==> src/clock_halt_pkg.sv <==
// Constants, register map and state type for the clock, halt and reset control
`default_nettype none
package clock_halt_pkg;
    // Clock timing
    localparam int CORE_PERIOD_NS  = 100;
    localparam int OSC_PERIOD_NS   = 500;
    localparam int OSC_DIV         = OSC_PERIOD_NS / CORE_PERIOD_NS;
    localparam int STARTUP_US      = 1000;
    localparam int STARTUP_CYCLES  = STARTUP_US * 1000 / CORE_PERIOD_NS;
    localparam int TMR_W           = 14;
    localparam int OSC_CNT_W       = 3;
    localparam logic [OSC_CNT_W-1:0] OSC_CNT_LAST = 3'(OSC_DIV - 1);
    localparam logic [1:0] EXT_DIV_LAST = 2'h3;

    // Register byte offsets
    localparam logic [7:0] OFS_HALT   = 8'h00;
    localparam logic [7:0] OFS_CFG    = 8'h04;
    localparam logic [7:0] OFS_STATUS = 8'h08;
    localparam logic [7:0] OFS_PMC    = 8'h0c;

    // Field positions
    localparam int HALT_REQ_BIT    = 0;
    localparam int CFG_SRC_LSB     = 0;
    localparam int ST_WAKE_FLAG    = 0;
    localparam int ST_OSC_RUN      = 1;
    localparam int ST_STARTING     = 2;
    localparam int ST_CORE_RUN     = 3;

    // Clock source select encodings
    localparam logic [1:0] SRC_INTERNAL = 2'h0;
    localparam logic [1:0] SRC_SQUARE   = 2'h1;
    localparam logic [1:0] SRC_CRYSTAL  = 2'h2;
    localparam logic [1:0] SRC_RC       = 2'h3;
    localparam logic [1:0] SRC_RESET    = SRC_INTERNAL;

    localparam logic [1:0] HTRANS_NONSEQ = 2'h2;

    typedef enum logic [1:0] {
        PH_START,
        PH_RUN,
        PH_HALT,
        PH_WAKE
    } phase_t;
endpackage : clock_halt_pkg
`default_nettype wire

==> src/startup_timer.sv <==
// Oscillator start-up delay counter
`timescale 1ns/1ps
`default_nettype none
module startup_timer #(
    parameter int CYCLES = clock_halt_pkg::STARTUP_CYCLES
) (
    input  wire logic CORE_CLK,
    input  wire logic RESET_N,
    input  wire logic load,
    output logic      done
);
    localparam logic [clock_halt_pkg::TMR_W-1:0] LOAD_VAL =
        clock_halt_pkg::TMR_W'(CYCLES - 1);

    logic [clock_halt_pkg::TMR_W-1:0] cnt_r;
    logic [clock_halt_pkg::TMR_W-1:0] cnt_nxt;

    assign done    = (cnt_r == '0);
    assign cnt_nxt = load ? LOAD_VAL : (done ? cnt_r : cnt_r - 1'b1);

    always_ff @(posedge CORE_CLK or negedge RESET_N)
    begin
        if (!RESET_N)
            cnt_r <= LOAD_VAL;
        else
            cnt_r <= cnt_nxt;
    end
endmodule : startup_timer
`default_nettype wire

==> src/clock_halt_reset_control.sv <==
// Clock source selection, halt control and reset sequencing with AHB-Lite registers
//
// Notes on behaviour
// - Internal source: 2 MHz oscillator halved to 1 MHz instruction clock.
// - Two-bit source select: internal, square, crystal, RC.
// - Crystal, resonator or RC input divided by four.
// - Square clock input used undivided.
// - Oscillator runs unless halted or an external source selected.
// - Write one to bit 0 enters halt; bit write-only, self-clears.
// - Halt stops oscillator, low-battery and brown-out circuits.
// - Only a multi-input wakeup event or reset ends halt.
// - After wakeup, 1 ms start-up delay before execution resumes.
// - Reset puts all I/O in input mode; core and I/O released after start-up delay.
`timescale 1ns/1ps
`default_nettype none
module clock_halt_reset_control #(
    parameter int STARTUP_CYCLES = clock_halt_pkg::STARTUP_CYCLES
) (
    input  wire logic        CORE_CLK,
    input  wire logic        RESET_N,
    input  wire logic        HSEL,
    input  wire logic [31:0] HADDR,
    input  wire logic [1:0]  HTRANS,
    input  wire logic        HWRITE,
    input  wire logic [2:0]  HSIZE,
    input  wire logic [31:0] HWDATA,
    input  wire logic        HREADY,
    output logic [31:0]      HRDATA,
    output logic             HREADYOUT,
    output logic             HRESP,
    input  wire logic        CLOCK_INPUT_PIN,
    input  wire logic        MULTI_INPUT_WAKEUP,
    output logic             CRYSTAL_OUTPUT_PIN,
    output logic             CRYSTAL_OUTPUT_OE,
    output logic             INSTR_CLK_EN,
    output logic             CORE_RESET_N,
    output logic             IO_RESET_N,
    output logic             CORE_RUN,
    output logic             OSC_ENABLE,
    output logic             LOW_BATTERY_DETECT_EN,
    output logic             BROWNOUT_RESET_EN
);
    clock_halt_pkg::phase_t phase_r;
    clock_halt_pkg::phase_t phase_nxt;

    logic [1:0]                         src_r;
    logic                               wake_flag_r;
    logic                               core_rst_n_r;
    logic [clock_halt_pkg::OSC_CNT_W-1:0] osc_cnt_r;
    logic                               osc_half_r;
    logic                               clk_in_q_r;
    logic [1:0]                         ext_div_r;
    logic                               instr_tick_r;
    logic                               wr_pend_r;
    logic [7:0]                         wr_addr_r;
    logic [31:0]                        hrdata_r;

    // Bus decode
    wire        addr_phase = HSEL & HREADY & (HTRANS == clock_halt_pkg::HTRANS_NONSEQ);
    wire        addr_hit   = (HADDR[31:8] == 24'h000000);
    wire [7:0]  addr_lo    = HADDR[7:0];
    wire        wr_halt    = wr_pend_r & (wr_addr_r == clock_halt_pkg::OFS_HALT);
    wire        wr_cfg     = wr_pend_r & (wr_addr_r == clock_halt_pkg::OFS_CFG);
    wire        wr_pmc     = wr_pend_r & (wr_addr_r == clock_halt_pkg::OFS_PMC);
    wire        halt_req   = wr_halt & HWDATA[clock_halt_pkg::HALT_REQ_BIT];

    // Clock generation
    wire halted      = (phase_r == clock_halt_pkg::PH_HALT);
    wire starting    = (phase_r == clock_halt_pkg::PH_START) |
                       (phase_r == clock_halt_pkg::PH_WAKE);
    wire src_int     = (src_r == clock_halt_pkg::SRC_INTERNAL);
    wire src_sq      = (src_r == clock_halt_pkg::SRC_SQUARE);
    wire osc_on      = src_int & ~halted;
    wire osc_tick    = osc_on & (osc_cnt_r == clock_halt_pkg::OSC_CNT_LAST);
    wire ext_rise    = CLOCK_INPUT_PIN & ~clk_in_q_r & ~src_int & ~halted;
    wire tick_int    = osc_tick & osc_half_r;
    wire tick_sq     = ext_rise & src_sq;
    wire tick_div4   = ext_rise & ~src_sq &
                       (ext_div_r == clock_halt_pkg::EXT_DIV_LAST);
    wire tick_nxt    = tick_int | tick_sq | tick_div4;

    wire timer_load;
    wire timer_done;

    assign timer_load = halted & MULTI_INPUT_WAKEUP;

    startup_timer #(
        .CYCLES (STARTUP_CYCLES)
    ) u_timer (
        .CORE_CLK (CORE_CLK),
        .RESET_N  (RESET_N),
        .load     (timer_load),
        .done     (timer_done)
    );

    // Phase sequencing
    always_comb
    begin
        phase_nxt = phase_r;
        case (phase_r)
            clock_halt_pkg::PH_START,
            clock_halt_pkg::PH_WAKE:
                if (timer_done & tick_nxt)
                    phase_nxt = clock_halt_pkg::PH_RUN;
            clock_halt_pkg::PH_RUN:
                if (halt_req)
                    phase_nxt = clock_halt_pkg::PH_HALT;
            clock_halt_pkg::PH_HALT:
                if (MULTI_INPUT_WAKEUP)
                    phase_nxt = clock_halt_pkg::PH_WAKE;
            default:
                phase_nxt = clock_halt_pkg::PH_START;
        endcase
    end

    wire wake_flag_nxt = (halted & MULTI_INPUT_WAKEUP) | (wake_flag_r & ~wr_pmc);

    // Read data
    wire [31:0] status_word = {28'h0000000,
                               phase_r == clock_halt_pkg::PH_RUN,
                               starting,
                               osc_on,
                               wake_flag_r};
    wire [31:0] cfg_word    = {30'h0, src_r};
    wire [31:0] rd_word     = !addr_hit ? 32'h00000000 :
                              (addr_lo == clock_halt_pkg::OFS_CFG)    ? cfg_word :
                              (addr_lo == clock_halt_pkg::OFS_STATUS) ? status_word :
                              32'h00000000;

    always_ff @(posedge CORE_CLK or negedge RESET_N)
    begin
        if (!RESET_N)
        begin
            phase_r      <= clock_halt_pkg::PH_START;
            src_r        <= clock_halt_pkg::SRC_RESET;
            wake_flag_r  <= 1'b0;
            core_rst_n_r <= 1'b0;
            instr_tick_r <= 1'b0;
        end
        else
        begin
            phase_r      <= phase_nxt;
            wake_flag_r  <= wake_flag_nxt;
            instr_tick_r <= tick_nxt;
            if (wr_cfg)
                src_r <= HWDATA[clock_halt_pkg::CFG_SRC_LSB +: 2];
            if (phase_r == clock_halt_pkg::PH_START && phase_nxt == clock_halt_pkg::PH_RUN)
                core_rst_n_r <= 1'b1;
        end
    end

    always_ff @(posedge CORE_CLK or negedge RESET_N)
    begin
        if (!RESET_N)
        begin
            osc_cnt_r  <= '0;
            osc_half_r <= 1'b0;
            clk_in_q_r <= 1'b0;
            ext_div_r  <= 2'h0;
        end
        else
        begin
            clk_in_q_r <= CLOCK_INPUT_PIN;
            osc_cnt_r  <= osc_tick | ~osc_on ? '0 : osc_cnt_r + 1'b1;
            osc_half_r <= osc_tick ? ~osc_half_r : osc_half_r;
            if (ext_rise & ~src_sq)
                ext_div_r <= ext_div_r + 1'b1;
        end
    end

    always_ff @(posedge CORE_CLK or negedge RESET_N)
    begin
        if (!RESET_N)
        begin
            wr_pend_r <= 1'b0;
            wr_addr_r <= 8'h00;
            hrdata_r  <= 32'h00000000;
        end
        else
        begin
            wr_pend_r <= addr_phase & HWRITE & addr_hit;
            wr_addr_r <= addr_lo;
            if (addr_phase & ~HWRITE)
                hrdata_r <= rd_word;
        end
    end

    assign HRDATA                = hrdata_r;
    assign HREADYOUT             = 1'b1;
    assign HRESP                 = 1'b0;
    assign INSTR_CLK_EN          = instr_tick_r;
    assign CORE_RESET_N          = core_rst_n_r;
    assign IO_RESET_N            = core_rst_n_r;
    assign CORE_RUN              = (phase_r == clock_halt_pkg::PH_RUN);
    assign OSC_ENABLE            = osc_on;
    assign LOW_BATTERY_DETECT_EN = ~halted;
    assign BROWNOUT_RESET_EN     = ~halted;
    assign CRYSTAL_OUTPUT_PIN    = ~clk_in_q_r;
    assign CRYSTAL_OUTPUT_OE     = (src_r == clock_halt_pkg::SRC_CRYSTAL) & ~halted;

    // Checks
    a_int_div_two: assert property (@(posedge CORE_CLK) disable iff (!RESET_N)
        (src_int && instr_tick_r && !halted) |=> !instr_tick_r [*8])
        else $error("internal instruction clock faster than 1 MHz");

    a_src_square: assert property (@(posedge CORE_CLK) disable iff (!RESET_N)
        (src_sq && !halted && CLOCK_INPUT_PIN && !clk_in_q_r) |=> instr_tick_r)
        else $error("square clock edge gave no instruction tick");

    a_div_four_gap: assert property (@(posedge CORE_CLK) disable iff (!RESET_N)
        (!src_int && !src_sq && instr_tick_r) |-> $past(ext_div_r) == clock_halt_pkg::EXT_DIV_LAST)
        else $error("divided clock tick off the fourth edge");

    a_osc_off: assert property (@(posedge CORE_CLK) disable iff (!RESET_N)
        (!src_int || halted) |-> !OSC_ENABLE ##1 (osc_cnt_r == '0))
        else $error("oscillator running while halted or external");

    a_halt_entry: assert property (@(posedge CORE_CLK) disable iff (!RESET_N)
        (CORE_RUN && wr_halt && HWDATA[clock_halt_pkg::HALT_REQ_BIT]) |=> halted)
        else $error("halt write did not enter halt");

    a_halt_quiet: assert property (@(posedge CORE_CLK) disable iff (!RESET_N)
        halted |=> (!LOW_BATTERY_DETECT_EN && !BROWNOUT_RESET_EN && !INSTR_CLK_EN)
                   || !halted)
        else $error("systems alive during halt");

    a_halt_hold: assert property (@(posedge CORE_CLK) disable iff (!RESET_N)
        (halted && !MULTI_INPUT_WAKEUP) |=> halted)
        else $error("halt left without wakeup");

    a_wake_delay: assert property (@(posedge CORE_CLK) disable iff (!RESET_N)
        (halted && MULTI_INPUT_WAKEUP) |=> (!CORE_RUN && !timer_done) [*8])
        else $error("execution resumed before start-up delay");

    a_run_synced: assert property (@(posedge CORE_CLK) disable iff (!RESET_N)
        $rose(CORE_RESET_N) |-> INSTR_CLK_EN && $past(timer_done))
        else $error("reset released off an instruction clock edge");

    a_pmc_clear: assert property (@(posedge CORE_CLK) disable iff (!RESET_N)
        (wr_pmc && !(halted && MULTI_INPUT_WAKEUP)) |=> !wake_flag_r)
        else $error("power mode clear write did not clear flag");
endmodule : clock_halt_reset_control
`default_nettype wire

==> config.mk <==
export PLATFORM = sky130hd
export DESIGN_NAME = clock_halt_reset_control
export DESIGN_NICKNAME = d
export VERILOG_FILES = /design/src/clock_halt_pkg.sv /design/src/startup_timer.sv /design/src/clock_halt_reset_control.sv
export SDC_FILE = /design/constraint.sdc
export NUM_CORES = 1
export LEC_CHECK = 0
export ABC_AREA = 1
export BUFFER_PORTS_ARGS = -buffer_cell sky130_fd_sc_hd__buf_4
export CAP_MARGIN = 10
export CELL_PAD_IN_SITES_DETAIL_PLACEMENT = 0
export CELL_PAD_IN_SITES_GLOBAL_PLACEMENT = 1
export CORE_UTILIZATION = 35
export CTS_CLUSTER_SIZE = 20
export DETAILED_ROUTE_END_ITERATION = 10
export HOLD_SLACK_MARGIN = 0.1
export PLACE_DENSITY = 0.87
export SLEW_MARGIN = 10
export SYNTH_ARGS = -nofsm -noshare
export SYNTH_HDL_FRONTEND = slang
export SYNTH_SLANG_ARGS = --single-unit
==> constraint.sdc <==
create_clock -name CORE_CLK -period 3 [get_ports CORE_CLK]
set_input_delay 0 -clock CORE_CLK [delete_from_list [all_inputs] [get_ports CORE_CLK]]
set_output_delay 0 -clock CORE_CLK [all_outputs]
set_load 0.005 [all_outputs]
==> impl_metrics.ini, run 1 <==
[run_status]
outcome = completed

[synth]
synth_area_um2 = 2480
ys_ff_latch = 41
synth_cells = 309
syn_area_per_cell_um2 = 8.025
synth-edff-count = 0
ys.flop_type = dfrtp_1
seq_area_frac_synth_pct = 41.78
netlist-cell-type-count = 35
synth_warnings = 0
synth-async-reset-ratio_pct = 100.0

[floorplanning]
ioPinCount = 119
placementRows = 30
core_area_um2 = 6832
die_width_um = 86.18
die_area_um2 = 7426
die_y_um = 86.18
start_util_pct = 36.30

[drt]
wl_per_cell_um = 9.962
routed_wl_um = 4762
detail_route.vias_per_cell = 4.268
vias = 2040
route.detailed.drc = 0
first_iter_violations = 59
firstDrtPassIters = 4
ant_nets = 0

[worst_setup_path]
critical_path_buf_inv_count = 4
reg2reg_depth = 6
timing.rr.start = phase_r[0]
slowest_stage = dlygate4sd3_1
crit_chain = dlygate4sd3_1, buf_4, nand2_1, dlygate4sd3_1, nor2_1, dlygate4sd3_1
ff2ff_setup_slack_ps = 1300
cp_max_fo = 2
crit_top_cell = dlygate4sd3_1
start_kind = input pin
crit_arrival_ps = 1890
end_kind = register
worst-setup-path-type = in2reg
timing.rr.end = u_timer.cnt_r[6]
required_ps = 3180
critPathLaunch = HWRITE
critical_path_cell_count = 6
critical_path.endpoint = wr_pend_r
critPathMaxStageDelay_ps = 570
crit_family = buffers and inverters

[run]
cap_viol_max_count = 0

[cells_and_area]
final_util_pct = 45.73
drive_above_1_share_pct = 26.44
area_delta_synth_final_pct = 25.98
fillers = 718
n_antenna_cell = 0
multi_input_area_um2 = 1127
fin_area_um2 = 3124
nets = 466
ff_latch_area_um2 = 1036

[placed_design]
dp_hpwl_um = 3641
gp_congestion = 0.7898
place_area_um2 = 2873
portBuffers = 55

[hold_path]
hp-class = in2async

[global_route]
grt_start_max_net_pins = 42
grt_pass1_wl_um = 7969
grt_pass1_vias = 1890
grt_usage_pct = 13.82
antenna_found_initial = 0
grt-ovfl-total = 0

[cts]
post_cts_buffers = 0
ctsRootBufferMaster = clkbuf_8
clkTransAtPathRegs_ps = 80
cts_htree_levels = 2
cts_tree = yes
clock_sinks = 41
cts_made_buffers = 5
clock_latency_ps = 300
clockBufferDepth = 2

[power_and_ir_drop]
power_switching_uw = 251.5
irDropWorstVdd_uv = 198.7
seq_power_share_pct = 53.0
combPwrFrac_pct = 11.4
internal_power_uw = 853.2
p_leak_uw = 0.001552
power.density_nw_per_um2 = 353.6
sw_frac_of_total_pct = 22.76
total_power_uw = 1105
clkPwrFrac_pct = 35.6

[timing]
timing.hold.ws_ps = 231.1
max_slew_margin_pct = 65.52
rsz0062_at_grt = false
fin_crit_ps = 1715
slew_viol_final = 0
fmax_mhz = 583.1
fin_worst_skew_ps = 7.807
tightest_slew_ps = 517.2
finalCritPeriodShare_pct = 57.17
finalSetupViolations = 0
finalSetupTns_ps = 0
hold_viol = 0
[power by group through the flow]
stage	sequential, µW	clock [µW]	combinational, µW
2_1_floorplan	595	0	76.5
3_3_place_gp	596	0	110
3_5_place_dp	597	0	113
4_1_cts	586	410	127
5_1_grt	587	428	146
6_report	586	393	126
[worst reg2reg max path: stages, from the launching register on]
cell and delay, ps:
dfrtp_1 360, inv_1 100, ha_1 240, nand2_1 340, inv_1 260, a31oi_1 200, o21a_1 140
[kinds of logic (layout without fill, tap and decap cells)]
group	Yosys count	in the layout	synth area share, %
simple gates	142	142	27.25
buf+inv	80	125	17.00
flops	41	41	41.78
compound gates	27	27	6.105
fa+ha+maj	9	9	4.541
xor+xnor	6	6	2.119
other cells	2	30	0.3028
mux	2	2	0.9081
[per-stage QoR]
stage          cells  setup slack, ps
2_1_floorplan    337             1585
3_3_place_gp     455             1284
3_5_place_dp     455             1264
4_1_cts          478             1263
5_1_grt          478             1161
6_report         478             1285
[cells in the mapped netlist, types with 5 or more instances]
cell	count	area, µm²
nand3_1	8	40.04
nand2_2	10	62.56
buf_4	32	240.2
a21oi_1	7	35.03
inv_1	44	165.2
dfstp_2	8	210.2
ha_1	9	112.6
o21ai_0	8	40.04
nand2_1	51	191.4
nor2_1	44	165.2
nor2_2	6	37.54
nor3_1	5	25.02
o21ai_1	5	25.02
dfrtp_1	33	825.8
[timing repair]
action	CTS	global route
endpoints found under the hold margin	55	0
hold buffers	15	0
gates resized for setup	0	0
[state kept, by name, indices dropped and copies added (netlist names)]
signal	cells
CORE_RESET_N	1
wake_flag_r	1
osc_cnt_r	3
ext_div_r	2
src_r	2
phase_r	2
wr_pend_r	1
osc_half_r	1
clk_in_q_r	1
wr_addr_r	8
HRDATA	4
INSTR_CLK_EN	1
u_timer.cnt_r	14
[layout by cell type, fill, tap and decap left out, types with 3 or more instances in the layout]
cell type	n
a21oi_1	7
buf_4	55
clkbuf_8	7
conb_1	30
dfrtp_1	33
dfstp_2	8
dlygate4sd3_1	15
ha_1	9
inv_1	44
inv_2	3
nand2_1	51
nand2_2	10
nand3_1	8
nand3_2	4
nand4_1	3
nor2_1	44
nor2_2	6
nor3_1	5
nor3_2	4
o21ai_0	8
o21ai_1	5
xor2_1	4
[layout make-up]
type	count	area share, %
Timing Repair Buffer	70	18.02
Tap cell	96	3.845
Multi-Input combinational cell	216	36.08
Clock inverter	1	0.1602
Inverter	47	5.647
Clock buffer	7	3.084
Sequential cell	41	33.16
[worst min path at each step]
stage                                    to  cells after the start  slack [ps]  startpoint
after global placement    u_timer.cnt_r[12]                      1          10     RESET_N
after CTS                         HRDATA[3]                      5         220      HREADY
after detailed placement  u_timer.cnt_r[12]                      1          20     RESET_N
after global routing              HRDATA[3]                      5         250      HREADY
final                     u_timer.cnt_r[12]                      2         230     RESET_N
after floorplan                CORE_RESET_N                      0        -300     RESET_N
[per-layer routing]
| metal | part of all wire (%) | track usage [%] | vias to the layer above | routed length (µm) |
|---|---|---|---|---|
| li1 | - | - | 1035 | - |
| met1 | 44 | 15.84 | 934 | 2076 |
| met2 | 49 | 24.60 | 64 | 2335 |
| met3 | 5.8 | 3.524 | 7 | 277 |
| met4 | 1.6 | 5.455 | 0 | 74 |
| met5 | 0 | 0 | - | 0 |
(Power assumes the default switching activity.)
==> inputs of run 2 (changes only) <==
ABC_AREA = 0   (was 1)
CORE_UTILIZATION = 29   (was 35)
PLACE_DENSITY = 0.76   (was 0.87)
clock period = 1.39 ns   (was 3 ns; I/O delays follow)
==> impl_metrics.ini, run 2 <==
[run_status]
outcome = finished, violations left
violations = setup timing

[cells_and_area]
n_antenna_cell = 0
top_register = u_timer.cnt_r
area_delta_synth_final_pct = 59.97
multi_input_area_um2 = 1274
drive_above_1_share_pct = 50.00
ff_latch_area_um2 = 1036
nets = 438
fin_area_um2 = 3605
fillers = 700
most-common-layout-cells = buf_4 (101), dfrtp_1 (33), conb_1 (30)
layout_commonest_cell = buf_4
largest_reg_flops = 14

[hold_path]
hp-class = in2reg
hold_path.startpoint = HADDR[19]
min_to = HRDATA[1]
holdPathStages = 6

[timing]
max_slew_margin_pct = 64.74
hold_viol = 0
fin_crit_ps = 1851
fin_worst_skew_ps = 3.037
finalCritPeriodShare_pct = 133.1
tightest_slew_ps = 529.0
slew_viol_final = 0
fmax_mhz = 540.3
final.setup.worst_slack_ps = -460.7
finalSetupViolations = 25
rsz0062_at_grt = true
timing.hold.ws_ps = 144.3

[drt]
firstDrtPassIters = 4
vias = 2008
wl_per_cell_um = 11.56
detail_route.vias_per_cell = 4.433
route.detailed.drc = 0
routed_wl_um = 5236
ant_nets = 0
first_iter_violations = 52

[synth]
ys_ff_latch = 41
synthMostInstantiatedCell = dfrtp_1
synth-edff-count = 0
synth_common_cells = dfrtp_1 (33), buf_4 (32), nand2_1 (19)
synth-async-reset-ratio_pct = 100.0
seq_area_frac_synth_pct = 45.97
netlist-cell-type-count = 47
ys.flop_type = dfrtp_1
syn_area_per_cell_um2 = 9.971
synth_top_cell_by_area = dfrtp_1
synthTopCellsByArea = dfrtp_1 (37%), buf_4 (11%), dfstp_2 (9.3%)
synth_warnings = 0
synth_top_area_share_pct = 36.65
synth_area_um2 = 2253
synth_cells = 226

[global_route]
grt_start_max_net_pins = 42
grt_usage_pct = 13.32
grt-ovfl-total = 0
grt_pass1_vias = 2040
antenna_found_initial = 0
grt_pass1_wl_um = 8790

[worst_setup_path]
timing.rr.end = u_timer.cnt_r[11]
timing.rr.start = u_timer.cnt_r[5]
crit_chain = or3_4, or4_4, or3_1, a21oi_2
end_kind = register
cp_max_fo = 4
reg2reg_depth = 4
critPathMaxStageDelay_ps = 530
slowest_stage = or4_4
crit_arrival_ps = 2080
start_kind = register
worst-setup-path-type = reg2reg
ff2ff_setup_slack_ps = -460
required_ps = 1620

[placed_design]
portBuffers = 55
dp_slack_ps = -449.8
place_area_um2 = 3103
gp_congestion = 0.8293
dp_hpwl_um = 3844

[cts]
clock_latency_ps = 290
clockBufferDepth = 2
cts_tree = yes
clock_sinks = 41
cts_made_buffers = 5
clkTransAtPathRegs_ps = 80
ctsRootBufferMaster = clkbuf_8
cts_htree_levels = 2

[power_and_ir_drop]
clkPwrFrac_pct = 15.2
irDropWorstVdd_uv = 703.5
p_leak_uw = 0.001624
power.density_nw_per_um2 = 1392
total_power_uw = 5019
sw_frac_of_total_pct = 34.04
internal_power_uw = 3311
combPwrFrac_pct = 49.9
seq_power_share_pct = 34.8
power_switching_uw = 1709

[floorplanning]
placementRows = 31
die_width_um = 90.15
core_area_um2 = 7370
die_y_um = 90.15
die_area_um2 = 8127
ioPinCount = 119
start_util_pct = 30.58

[run]
cap_viol_max_count = 0
run 2: power by group through the flow:
stage | clock, µW | sequential (µW) | combinational [µW]
after global routing | 844 | 1790 | 2770
after CTS | 790 | 1750 | 2310
after detailed placement | 0 | 1750 | 2030
after global placement | 0 | 1730 | 2000
after floorplan | 0 | 1780 | 994
final | 764 | 1750 | 2510
run 2: how the worst max path moves through the flow:
stage | from | slack (ps) | end | depth (start not counted)
after floorplan | u_timer.cnt_r[3] | -450 | u_timer.cnt_r[11] | 4
after global placement | u_timer.cnt_r[5] | -440 | u_timer.cnt_r[11] | 4
after detailed placement | u_timer.cnt_r[5] | -450 | u_timer.cnt_r[11] | 4
after CTS | u_timer.cnt_r[3] | -470 | u_timer.cnt_r[11] | 4
after global routing | u_timer.cnt_r[5] | -510 | u_timer.cnt_r[11] | 4
final | u_timer.cnt_r[5] | -460 | u_timer.cnt_r[11] | 4
run 2: worst max-delay path, delay by kind of cell (launching register included):
| kind | cells | cell delay (ps) |
|---|---|---|
| simple gates | 3 | 1260 |
| flops | 1 | 410 |
| compound gates | 1 | 120 |
run 2: logic make-up after synthesis:
logic type      share of synthesized area, %
simple gates                           20.43
buf+inv                                13.38
flops                                  45.97
compound gates                         8.607
xor+xnor                               3.887
fa+ha+maj                              4.997
mux                                    2.387
other cells                           0.3333
run 2: stage by stage:
step	util (%)	TNS, ps	cells
final	48.91	-5829	453
after global routing	48.91	-7758	453
after CTS	47.49	-5862	451
after detailed placement	42.11	-6103	424
after global placement	42.11	-5692	424
after floorplan	-	-3815	254
run 2: metal layers:
metal | vias up | GRT usage, % | share of wire [%]
met5 | - | 0 | 0
met4 | 0 | 3.629 | 0.78
met3 | 6 | 3.215 | 4.6
met2 | 63 | 24.30 | 52
met1 | 965 | 15.43 | 43
li1 | 974 | - | -
run 2: repair_timing:
item,CTS,global route
pin swaps,21,8
endpoints found under the hold margin,57,0
hold buffers,14,0
setup buffers,5,2
resized for setup,35,18
endpoints found under the setup margin,28,32
run 2: cell type report:
cell class | instances | share of cell area [%]
Clock inverter | 1 | 0.1388
Tap cell | 99 | 3.436
Timing Repair Buffer | 127 | 28.67
Inverter | 13 | 1.562
Sequential cell | 41 | 28.74
Multi-Input combinational cell | 165 | 35.33
Clock buffer | 7 | 2.117
==> inputs of run 3 (changes only) <==
CORE_UTILIZATION = 35   (was 29)
PLACE_DENSITY = 0.86   (was 0.76)
clock period = 2.2 ns   (was 1.39 ns; I/O delays follow)
==> impl_metrics.ini, run 3 (synthesized netlist as in run 2, its figures left out) <==
[run_status]
outcome = completed

[drt]
top_layer = met4
ant_nets = 0
vias = 1760
wl_per_cell_um = 12.36
detail_route.vias_per_cell = 4.706
routed_wl_um = 4622
dr_wl_met2_um = 2444
firstDrtPassIters = 4
first_iter_violations = 67
met3_length_um = 189
wl_met1_um = 1919
route.detailed.drc = 0

[placed_design]
dp_hpwl_um = 3478
portBuffers = 55
gp_congestion = 0.7282

[cells_and_area]
nets = 383
largest_reg_flops = 14
top_register = u_timer.cnt_r
layout_commonest_cell = buf_4
fillers = 603
multi_input_area_um2 = 1026
area_delta_synth_final_pct = 27.37
most-common-layout-cells = buf_4 (58), dfrtp_1 (33), conb_1 (30)
drive_above_1_share_pct = 28.76
ff_latch_area_um2 = 1036
n_antenna_cell = 0

[cts]
ctsRootBufferMaster = clkbuf_8
cts_tree = yes
clkTransAtPathRegs_ps = 80
clock_sinks = 41
cts_made_buffers = 5
cts_htree_levels = 2
clockBufferDepth = 2
post_cts_buffers = 0
clock_latency_ps = 300

[worst_setup_path]
start_kind = register
cp_max_fo = 8
crit_arrival_ps = 2190
worst-setup-path-type = reg2reg
required_ps = 2390
end_kind = register

[floorplanning]
die_area_um2 = 6763
core_area_um2 = 6061
ioPinCount = 119
placementRows = 28
start_util_pct = 37.18
die_width_um = 82.24
die_y_um = 82.24

[timing]
hold_viol = 0
finalSetupTns_ps = 0
tightest_slew_ps = 529.1
fin_worst_skew_ps = 4.153
fin_crit_ps = 2001
max_slew_margin_pct = 64.23
fmax_mhz = 499.8
slew_viol_final = 0
finalCritPeriodShare_pct = 90.94
rsz0062_at_grt = false
finalSetupViolations = 0

[hold_path]
hp-class = in2reg

[power_and_ir_drop]
irDropWorstVdd_uv = 464.1
power.density_nw_per_um2 = 841.9
p_leak_uw = 0.001321
total_power_uw = 2416

[global_route]
grt_pass1_vias = 1641
grt_start_max_net_pins = 42
grt-ovfl-total = 0
grt_pass1_wl_um = 7424
antenna_found_initial = 0
grt_usage_pct = 14.70

[run]
cap_viol_max_count = 0
==> run 3: changes by cell type in the layout (fill, tap and decap cells not counted), sizes merged <==
cell,previous run,this run
buf,113,58
clkbuf,7,5
clkinvlp,0,1
inv,13,14
==> run 3: per-layer routing <==
layer	vias to the layer above	track usage (%)
met5	-	0
met4	0	5.789
met3	7	3.297
met2	43	24.79
met1	840	18.14
li1	870	-
==> run 3: cell type report <==
class	instances	share of cell area, %
well taps	75	3.269
clock buffers	5	2.398
clock inverters	3	0.7411
inverters	13	1.700
flip-flops and latches	41	36.09
multi-input cells	165	35.75
repair buffers	72	20.05
==> run 3: path summary, 6_finish.rpt <==
kind,slack (ps),startpoint,depth (start not counted),endpoint
worst max register to register,200,u_timer.cnt_r[0],7,CORE_RESET_N
worst min-delay path,140,HADDR[18],6,HRDATA[1]
worst min register to register,480,osc_half_r,1,osc_half_r
min in group asynchronous,210,RESET_N,2,u_timer.cnt_r[11]
worst max-delay path,200,u_timer.cnt_r[0],7,CORE_RESET_N
max in group asynchronous,1620,RESET_N,2,u_timer.cnt_r[1]
==> run 3: power breakdown <==
part           switching, µW  leakage, µW  internal, µW
registers                170     0.000495           965
logic                    398     0.000781           386
clock network            273    0.0000445           225
total                    841      0.00132          1570
==> run 3: through the flow <==
| stage | hold WS (ps) | cell area (µm²) | setup WS (ps) | instances | util [%] |
|---|---|---|---|---|---|
| 2_1_floorplan | -295.6 | 2359 | 321.0 | 254 | - |
| 4_1_cts | 136.5 | 2865 | 162.7 | 374 | 47.28 |
| 3_3_place_gp | 4.135 | 2635 | 208.7 | 352 | 43.48 |
| 3_5_place_dp | 13.83 | 2635 | 188.4 | 352 | 43.48 |
| 6_report | 144.3 | 2870 | 199.3 | 374 | 47.36 |
| 5_1_grt | 162.1 | 2870 | 75.36 | 374 | 47.36 |
==> run 3: timing repair <==
item | in CTS | in global routing
hold endpoints to repair | 58 | 0
hold buffers | 14 | 0
setup endpoints to repair | 0 | 1
resized for setup | 0 | 1
==> run 3: worst max-delay path, stage by stage, from the launching register on <==
cell	delay (ps)
dfstp_2	550
inv_1	80
ha_1	210
nor3b_2	170
and4_1	300
a211oi_1	260
nor2_1	80
a31o_2	250
